[config.mk]
export PLATFORM = sky130hd
export DESIGN_NAME = gpb_pin_select
export DESIGN_NICKNAME = d
export VERILOG_FILES = /design/src/rtl/gpb_pkg.sv /design/src/rtl/gpb_pin_cell.sv /design/src/rtl/gpb_pin_select.sv
export VERILOG_INCLUDE_DIRS = /design/src /design/src/rtl
export SDC_FILE = /design/constraint.sdc
export NUM_CORES = 1
export LEC_CHECK = 0
export BUFFER_PORTS_ARGS = -buffer_cell sky130_fd_sc_hd__buf_2
export CELL_PAD_IN_SITES_DETAIL_PLACEMENT = 0
export CELL_PAD_IN_SITES_GLOBAL_PLACEMENT = 1
export CORE_MARGIN = 2
export CORE_UTILIZATION = 33
export DETAILED_ROUTE_END_ITERATION = 12
export PLACE_DENSITY_LB_ADDON = 0.1
export REMOVE_ABC_BUFFERS = 1
export SETUP_SLACK_MARGIN = 0.5
export SYNTH_ARGS = -nofsm -noshare
export SYNTH_HDL_FRONTEND = slang
export SYNTH_SLANG_ARGS = --single-unit
[constraint.sdc]
create_clock -name sys_clk -period 3.2 [get_ports sys_clk]
set_input_delay 0.64 -clock sys_clk [delete_from_list [all_inputs] [get_ports sys_clk]]
set_output_delay 0.64 -clock sys_clk [all_outputs]
set_load 0.1 [all_outputs]
[src/rtl/gpb_defines.svh]
// offsets, field positions and reset values for the bank-two pin select block
`ifndef GPB_DEFINES_SVH
`define GPB_DEFINES_SVH
`define GPB_NUM_PINS 27
`define GPB_ADDR_W 8
`define GPB_OFS_SELECT 8'h84
`define GPB_OFS_LEVEL 8'h88
`define GPB_SELECT_RESET 27'h000_0000
`define GPB_LEVEL_RESET 27'h00F_FFFF
`define GPB_RSVD_ZERO 5'h00
`define GPB_BIT_PIN58 26
`define GPB_BIT_PIN57 25
`define GPB_BIT_PIN56 24
`define GPB_BIT_PIN55 23
`define GPB_BIT_PIN54 22
`define GPB_BIT_PIN53 21
`define GPB_BIT_MII_HI 20
`define GPB_BIT_MII_LO 8
`define GPB_BIT_MII_RXD_HI 19
`define GPB_BIT_MII_RXD_LO 16
`define GPB_BIT_MII_RXDV 15
`define GPB_BIT_MII_RXC 14
`define GPB_BIT_MII_TXEN 13
`define GPB_BIT_MII_TXD_HI 12
`define GPB_BIT_MII_TXD_LO 9
`define GPB_BIT_ISA_HI 7
`define GPB_BIT_ISA_LO 0
`define GPB_UNMAPPED_DATA 32'h0000_0000
`endif

[src/rtl/gpb_pkg.sv]
// types shared by the bank-two pin select block
package gpb_pkg;
    typedef logic [26:0] gpb_pins_t;
    typedef logic [31:0] gpb_word_t;
    typedef logic [7:0] gpb_addr_t;
    typedef enum logic [1:0] {GPB_IDLE, GPB_ANSWER} gpb_state_t;
endpackage

[src/rtl/gpb_pin_cell.sv]
`timescale 1ns/100ps
// one pad mux: normal function or general-purpose with weak pull-up
module gpb_pin_cell (
    // select
    input wire logic gp_select,
    input wire logic level,
    // normal function side
    input wire logic func_out,
    input wire logic func_oe,
    output logic func_in,
    // pad side
    input wire logic pad_in,
    output logic pad_out,
    output logic pad_oe,
    output logic pad_pullup,
    output logic gp_in
);
    // in gp mode the pad drives low only; a 1 leaves the pull-up to hold it high
    always_comb begin
        pad_out = gp_select ? 1'b0 : func_out;
        pad_oe = gp_select ? ~level : func_oe;
        pad_pullup = gp_select;
        func_in = gp_select ? 1'b1 : pad_in;
        gp_in = pad_in;
    end
endmodule

[src/rtl/gpb_pin_select.sv]
// The Avalon-MM slave port was chosen for this implementation.
`timescale 1ns/100ps
// bank-two pin function select and level registers with avalon-mm slave
`include "gpb_defines.svh"

// What this block does
// - select bit 26 low gives pin 58 its second chip select / legacy clock input, high makes it gp pin 58.
// - select bit 25 low gives pin 57 its first chip select, high makes it gp pin 57.
// - select bit 24 low gives pin 56 its ethernet clock output, high makes it gp pin 56.
// - select bits 23..21 low give pins 55..53 keyboard reset, address line 20 gate and speaker, high make them gp.
// - select bits 20..8 low connect pins 52..40 to the mii port-0 signals, high make them gp.
// - select bits 7..0 low connect pins 39..32 to isa address lines 23..16, high make them gp.
// - a select bit of 1 hands its pin to gp control with a weak pull-up, 0 returns the normal function.
// - the level register at 0x88 holds one bit per pin, bit 26 for pin 58, and resets to 0xfffff.
// - the select register sits at 0x84 and resets to zero so every pin starts in its normal function.
// - in output mode a level bit drives its pin, in input mode reading it returns the pin's level.
module gpb_pin_select (
    // clock and reset
    input wire logic sys_clk,
    input wire logic rst,
    input wire logic clk_en,
    // avalon-mm slave
    input wire gpb_pkg::gpb_addr_t avs_address,
    input wire logic avs_read,
    input wire logic avs_write,
    input wire gpb_pkg::gpb_word_t avs_writedata,
    input wire logic [3:0] avs_byteenable,
    output gpb_pkg::gpb_word_t avs_readdata,
    output logic avs_waitrequest,
    // normal functions, bit n belongs to pin 32+n
    input wire gpb_pkg::gpb_pins_t func_out,
    input wire gpb_pkg::gpb_pins_t func_oe,
    output gpb_pkg::gpb_pins_t func_in,
    // pads
    input wire gpb_pkg::gpb_pins_t pad_in,
    output gpb_pkg::gpb_pins_t pad_out,
    output gpb_pkg::gpb_pins_t pad_oe,
    output gpb_pkg::gpb_pins_t pad_pullup
);
    import gpb_pkg::*;

    gpb_pins_t pin_function_select_bank_two;
    gpb_pins_t pin_level_bank_two;
    gpb_pins_t gp_in;
    gpb_pins_t next_select;
    gpb_pins_t next_level;
    gpb_state_t state;
    gpb_word_t byte_mask;
    logic access;
    logic hit_select;
    logic hit_level;
    // strobes for the commit edge and the read capture edge
    logic answer_cycle;
    logic write_select;
    logic write_level;
    logic capture_read;
    gpb_word_t read_word;
    // named views of the select bits, single-function pins 58..53
    logic pin58_gp_select;
    logic pin57_gp_select;
    logic pin56_gp_select;
    logic pin55_gp_select;
    logic pin54_gp_select;
    logic pin53_gp_select;
    // select views of the mii port-0 group, pins 52..40
    logic mii_col_gp_select;
    logic [3:0] mii_rxd_gp_select;
    logic mii_rxdv_gp_select;
    logic mii_rxc_gp_select;
    logic mii_txen_gp_select;
    logic [3:0] mii_txd_gp_select;
    logic mii_txc_gp_select;
    // select view of the isa upper address group, pins 39..32
    logic [7:0] isa_gp_select;
    // the same views for the level bits
    logic pin58_level;
    logic pin57_level;
    logic pin56_level;
    logic pin55_level;
    logic pin54_level;
    logic pin53_level;
    logic mii_col_level;
    logic [3:0] mii_rxd_level;
    logic mii_rxdv_level;
    logic mii_rxc_level;
    logic mii_txen_level;
    logic [3:0] mii_txd_level;
    logic mii_txc_level;
    logic [7:0] isa_level;
    // views put back together, bit n for pin 32+n
    gpb_pins_t pin_gp_select;
    gpb_pins_t pin_level;

    // decode and byte-lane mask
    assign access = avs_read | avs_write;
    assign hit_select = (avs_address == `GPB_OFS_SELECT);
    assign hit_level = (avs_address == `GPB_OFS_LEVEL);
    assign byte_mask = {{8{avs_byteenable[3]}}, {8{avs_byteenable[2]}},
                        {8{avs_byteenable[1]}}, {8{avs_byteenable[0]}}};
    // one wait cycle, then the answer in the same cycle as waitrequest low
    assign avs_waitrequest = access & (state != GPB_ANSWER);

    // commit and capture strobes, all frozen with the clock enable
    assign answer_cycle = clk_en && (state == GPB_ANSWER);
    assign write_select = answer_cycle && avs_write && hit_select;
    assign write_level = answer_cycle && avs_write && hit_level;
    assign capture_read = clk_en && (state == GPB_IDLE) && avs_read;

    // single-function pins, 0 keeps the normal function
    assign pin58_gp_select = pin_function_select_bank_two[`GPB_BIT_PIN58];
    assign pin57_gp_select = pin_function_select_bank_two[`GPB_BIT_PIN57];
    assign pin56_gp_select = pin_function_select_bank_two[`GPB_BIT_PIN56];
    assign pin55_gp_select = pin_function_select_bank_two[`GPB_BIT_PIN55];
    assign pin54_gp_select = pin_function_select_bank_two[`GPB_BIT_PIN54];
    assign pin53_gp_select = pin_function_select_bank_two[`GPB_BIT_PIN53];
    // mii port-0 group, collision down to transmit clock
    assign mii_col_gp_select = pin_function_select_bank_two[`GPB_BIT_MII_HI];
    assign mii_rxd_gp_select = pin_function_select_bank_two[`GPB_BIT_MII_RXD_HI:`GPB_BIT_MII_RXD_LO];
    assign mii_rxdv_gp_select = pin_function_select_bank_two[`GPB_BIT_MII_RXDV];
    assign mii_rxc_gp_select = pin_function_select_bank_two[`GPB_BIT_MII_RXC];
    assign mii_txen_gp_select = pin_function_select_bank_two[`GPB_BIT_MII_TXEN];
    assign mii_txd_gp_select = pin_function_select_bank_two[`GPB_BIT_MII_TXD_HI:`GPB_BIT_MII_TXD_LO];
    assign mii_txc_gp_select = pin_function_select_bank_two[`GPB_BIT_MII_LO];
    // isa upper address group
    assign isa_gp_select = pin_function_select_bank_two[`GPB_BIT_ISA_HI:`GPB_BIT_ISA_LO];

    // level views, same bit layout as the select register
    assign pin58_level = pin_level_bank_two[`GPB_BIT_PIN58];
    assign pin57_level = pin_level_bank_two[`GPB_BIT_PIN57];
    assign pin56_level = pin_level_bank_two[`GPB_BIT_PIN56];
    assign pin55_level = pin_level_bank_two[`GPB_BIT_PIN55];
    assign pin54_level = pin_level_bank_two[`GPB_BIT_PIN54];
    assign pin53_level = pin_level_bank_two[`GPB_BIT_PIN53];
    assign mii_col_level = pin_level_bank_two[`GPB_BIT_MII_HI];
    assign mii_rxd_level = pin_level_bank_two[`GPB_BIT_MII_RXD_HI:`GPB_BIT_MII_RXD_LO];
    assign mii_rxdv_level = pin_level_bank_two[`GPB_BIT_MII_RXDV];
    assign mii_rxc_level = pin_level_bank_two[`GPB_BIT_MII_RXC];
    assign mii_txen_level = pin_level_bank_two[`GPB_BIT_MII_TXEN];
    assign mii_txd_level = pin_level_bank_two[`GPB_BIT_MII_TXD_HI:`GPB_BIT_MII_TXD_LO];
    assign mii_txc_level = pin_level_bank_two[`GPB_BIT_MII_LO];
    assign isa_level = pin_level_bank_two[`GPB_BIT_ISA_HI:`GPB_BIT_ISA_LO];

    // rebuild the per-pin vectors, pin 58 down to pin 32
    assign pin_gp_select = {pin58_gp_select, pin57_gp_select, pin56_gp_select,
                            pin55_gp_select, pin54_gp_select, pin53_gp_select,
                            mii_col_gp_select, mii_rxd_gp_select, mii_rxdv_gp_select, mii_rxc_gp_select,
                            mii_txen_gp_select, mii_txd_gp_select, mii_txc_gp_select, isa_gp_select};
    assign pin_level = {pin58_level, pin57_level, pin56_level,
                        pin55_level, pin54_level, pin53_level,
                        mii_col_level, mii_rxd_level, mii_rxdv_level, mii_rxc_level,
                        mii_txen_level, mii_txd_level, mii_txc_level, isa_level};

    // merged write values; upper reserved bits are dropped
    always_comb begin
        next_select = (pin_function_select_bank_two & ~byte_mask[26:0])
                      | (avs_writedata[26:0] & byte_mask[26:0]);
        next_level = (pin_level_bank_two & ~byte_mask[26:0])
                     | (avs_writedata[26:0] & byte_mask[26:0]);
    end

    // handshake state
    always_ff @(posedge sys_clk or posedge rst) begin
        if (rst) begin
            state <= GPB_IDLE;
        end else if (clk_en) begin
            unique case (state)
                GPB_IDLE: state <= access ? GPB_ANSWER : GPB_IDLE;
                GPB_ANSWER: state <= GPB_IDLE;
            endcase
        end
    end

    // select register
    always_ff @(posedge sys_clk or posedge rst) begin
        if (rst) begin
            pin_function_select_bank_two <= `GPB_SELECT_RESET;
        end else if (write_select) begin
            pin_function_select_bank_two <= next_select;
        end
    end

    // level register
    always_ff @(posedge sys_clk or posedge rst) begin
        if (rst) begin
            pin_level_bank_two <= `GPB_LEVEL_RESET;
        end else if (write_level) begin
            pin_level_bank_two <= next_level;
        end
    end

    // read word by address; the level register reads the pads themselves
    always_comb begin
        read_word = `GPB_UNMAPPED_DATA;
        if (hit_select) begin
            read_word = {`GPB_RSVD_ZERO, pin_function_select_bank_two};
        end else if (hit_level) begin
            read_word = {`GPB_RSVD_ZERO, gp_in};
        end
    end

    // read data registered in the wait cycle
    always_ff @(posedge sys_clk or posedge rst) begin
        if (rst) begin
            avs_readdata <= `GPB_UNMAPPED_DATA;
        end else if (capture_read) begin
            avs_readdata <= read_word;
        end
    end

    // one mux per pin; bit order covers pins 58 down to 32 across all groups
    genvar i;
    generate
        for (i = 0; i < `GPB_NUM_PINS; i++) begin : g_pin
            gpb_pin_cell u_cell (
                .gp_select(pin_gp_select[i]),
                .level(pin_level[i]),
                .func_out(func_out[i]),
                .func_oe(func_oe[i]),
                .func_in(func_in[i]),
                .pad_in(pad_in[i]),
                .pad_out(pad_out[i]),
                .pad_oe(pad_oe[i]),
                .pad_pullup(pad_pullup[i]),
                .gp_in(gp_in[i])
            );
        end
    endgenerate
endmodule

Word level (Yosys, flattened, before mapping)
Index checks and enable logic that the tools add are counted.
{"block": "totals", "ram_bits": 0, "latch_bits": 0, "elab_cells": 135, "regBits": 88, "n_memories": 0, "input_bits": 130, "rom_bits": 0}
{"block": "classes", "n_mul": 0, "n_div": 0, "bitwise_logic": 35, "addsub": 0, "n_eq_ne": 4, "n_shift": 0, "magnitude_cmp": 0, "mux": 85, "n_reduce_logical": 7}
{"cell": "$mux W1", "n": 82}
{"cell": "$and A27 B27 Y27", "n": 3}
{"cell": "$mux W27", "n": 2}
{"cell": "$or A27 B27 Y27", "n": 2}
{"cell": "$not A1 Y1", "n": 27}
{"cell": "$not A27 Y27", "n": 1}
{"cell": "$eq A8 B8 Y1 const B", "n": 2}
{"cell": "$logic_and A1 B1 Y1", "n": 6}
{"cell": "$pmux W2 S2", "n": 1}
{"cell": "$eq A2 B1 Y1 const B", "n": 1}
{"cell": "$logic_not A2 Y1", "n": 1}
{"cell": "$ne A2 B1 Y1 const B", "n": 1}
{"cell": "$and A1 B1 Y1", "n": 1}
{"cell": "$or A1 B1 Y1", "n": 1}

Logic depth before layout (Yosys ltp)
{"block": "logic_depth", "depth_word": 4, "mapped_depth": 5, "depth_no_buf": 3}

Cells and area by module
Synthesis repeated with hierarchy kept, for this count alone.
{"block": "hier_totals", "hier_cells": 422, "area_unflattened_um2": 4489.3}
{"module": "gpb_pin_select", "cells_per_inst": 260, "area_each_um2": 3509.6, "n_inst": 1, "seq_area_each_um2": 2077.0}
{"module": "gpb_pin_cell", "cells_per_inst": 6, "area_each_um2": 36.3, "n_inst": 27, "seq_area_each_um2": 0.0}

Worst setup path before layout
OpenSTA, ideal clock, no wires.
{"block": "synth_timing", "kind": "input port to output port", "startpoint": "input avs_write", "endpoint": "output avs_waitrequest", "path_buffers": 0, "arrival_time_ns": 1.949, "path_slack_ns": 0.611, "stages": 2, "path_cell_list": "nor2_1 -> nor2_1"}
{"block": "synth_between", "elab_chain_cells": 2}
{"element": "start, declared", "line": "gpb_pin_select.sv:25", "rtl": "input wire logic avs_write,"}
{"element": "$or A1 B1 Y1", "line": "gpb_pin_select.sv:95", "rtl": "assign access = avs_read | avs_write;"}
{"element": "$and A1 B1 Y1", "line": "gpb_pin_select.sv:101", "rtl": "assign avs_waitrequest = access & (state != GPB_ANSWER);"}
{"element": "end, declared", "line": "gpb_pin_select.sv:29", "rtl": "output logic avs_waitrequest,"}
No other way between the ends.

==> flow_metrics.tcl <==
set metrics [dict create \
    cts_max_level 3 \
    yosys_warnings 0 \
    slew_headroom_pct 49.8 \
    ys_top_cells_by_area "dfrtp_1, buf_4, mux2_2, dfstp_2, mux2i_1" \
    clock_latency_ns 0.34 \
    cts_buffers 9 \
    clock-root-buffer "clkbuf_16" \
    fill_cells 1544 \
    antenna_found_initial 0 \
    fin_hold_ws_ns 0.414 \
    route.met2.wl_mm 6.18 \
    synth-seq-cells 82 \
    finalWorstSetupSlack_ns 1.05 \
    detail_route.wl_per_cell_um 15.4 \
    grt_pass1_wl_mm 19.3 \
    critPathMaxFanout 6 \
    report.final.slew_viol_count 0 \
    leakage_uw 0.00328 \
    die_h_um 127 \
    mostFrequentLayoutCells "buf_2, dfrtp_1, mux2_2" \
    initialDrtViolationCount 123 \
    status "finished, final reports clean" \
    p_sw_share_pct 37.1 \
    dieArea_um2 16200 \
    synthCells 476 \
    path_class "flop to output pin" \
    pre_cts_slack_ns 0.946 \
    power_density_nw_per_um2 464 \
    cp.arrival_ns 1.51 \
    p_int_uw 1750 \
    worst_pin_slew_ns 0.752 \
    endpoint_kind "output pin" \
    slowest_stage "dfrtp_1" \
    path_clk_slew_ns 0.06 \
    placementRows 45 \
    seq_power_share_pct 38.2 \
    fp.coreArea_um2 15000 \
    top_layer "met4" \
    synth_seq_area_share_pct 41.3 \
    start_util_pct 33.5 \
    port_buffers 260 \
    fin_crit_sh_pct 67.3 \
    grt_usage_pct 15.4 \
    peakVddDrop_uv 217 \
    die_w_um 127 \
    grt_max_degree 55 \
    ant_nets 0 \
    wl_met1_mm 5.19 \
    grt_pass1_vias 3625 \
    wl_mm 12.6 \
    cts.sinks 82 \
    critPathRequiredTime_ns 2.56 \
    synth.avg_cell_area_um2 10.6 \
    pin_count 271 \
    p_comb_share_pct 27.8 \
    post_cts_buffers 0 \
    ys_types 22 \
    n_antenna_cell 0 \
    p_clk_share_pct 33.9 \
    cts_tree "done" \
    cp_cell_sequence "mux2i_1, buf_2" \
    rsz0062_at_grt "no" \
    place_hpwl_mm 9.37 \
    fin_nets 757 \
    gp_congestion 0.700 \
    drc 0 \
    wl_met3_mm 1.05 \
    cts_buffer_depth 2 \
    fin_crit_ns 2.15 \
    hold_buffers 0 \
    hold_path_class "input port to asynchronous set/reset pin" \
    dr.pass1.iters 4 \
    post-synth-top-area-cell "dfrtp_1" \
    max_freq_ghz 0.465 \
    drive_above_1_share_pct 61.9 \
    viasPerCell 4.62 \
    via_count 3787 \
    drv_cap 0 \
    finalHoldViolCount 0 \
    grt_overflow 0 \
    setup_viol 0 \
    power_uw 2780 \
    netlist.area_leader.share_pct 30.8 \
    syn-cell-area_um2 5030 \
    cp-start-kind "flop" \
    syn_to_final_growth_pct 19.0 \
    max_stage_delay_ns 0.47 \
    mostFrequentLayoutCell "buf_2" \
    cts_resized 0 \
    p_sw_uw 1030 \
    r2r.worst_path.cells 3 \
    skew_ns 0.00652 \
]
## routing by layer
layer | up-vias | GRT usage (%)
met4 | 0 | 5.62
li1 | 1805 | -
met1 | 1804 | 18.8
met5 | - | 0
met2 | 166 | 26.2
met3 | 12 | 3.94
## critical path: cells and delay by family, from the launching register on
| family | cells | cell delay, ns |
|---|---|---|
| buf+inv | 1 | 0.46 |
| flops | 1 | 0.47 |
| mux | 1 | 0.24 |
## layout make-up
class	count	area [µm²]	area share, %
Multi-Input combinational cell	241	1950	32.6
Inverter	28	106	1.78
Tap cell	188	235	3.93
Clock inverter	1	5.00	0.0836
Sequential cell	82	2080	34.7
Clock buffer	15	258	4.31
Timing Repair Buffer	265	1350	22.6
## power by group through the flow
| stage | Combinational (µW) | Sequential, µW | Clock, µW |
|---|---|---|---|
| CTS | 781 | 1060 | 980 |
| global route | 810 | 1060 | 1020 |
| detailed placement | 779 | 1080 | 0 |
| finish | 773 | 1060 | 943 |
| global placement | 775 | 1080 | 0 |
| floorplan | 598 | 1110 | 0 |
## logic make-up (layout without fill, tap and decap cells)
| group | count (synthesis) | after routing | synth area share [%] |
|---|---|---|---|
| DFF | 82 | 82 | 41.3 |
| other | 1 | 5 | 0.0746 |
| buffers and inverters | 157 | 309 | 20.4 |
| muxes | 82 | 82 | 17.7 |
| AOI/OAI and AO/OA | 54 | 54 | 8.06 |
| and+or+nand+nor | 100 | 100 | 12.5 |
## per-stage QoR
step	TNS [ns]	cell area [µm²]	utilization (%)	instances
after global placement	0	5720	38.1	804
after floorplan	-2.64	4120	-	351
after CTS	0	5980	39.8	820
after global routing	0	5980	39.8	820
final	0	5980	39.8	820
after detailed placement	0	5720	38.1	804
## cells in the mapped netlist, drive strengths merged
cell type  count
o31ai         27
mux2          55
buf          122
mux2i         27
dfrtp         62
nand4          8
a22oi         27
nand3b         1
nor2           3
conb           1
nor4b          3
inv           28
nand2         28
and3           1
nor2b         29
or2           27
dfstp         20
clkbuf         7
## worst paths after layout
path                                        from                    endpoint  slack [ns]
worst max-delay path                        flop                   pad_oe[5]        1.05
worst min-delay path                         rst            avs_readdata[16]        0.41
worst max register to register          state[0]                        flop        1.44
worst min register to register  avs_readdata[11]            avs_readdata[11]        0.47
max in group asynchronous                    rst  asynchronous set/reset pin        2.05
min in group sys_clk            avs_readdata[11]            avs_readdata[11]        0.47
No activity file was read; power rests on OpenSTA's default activity.
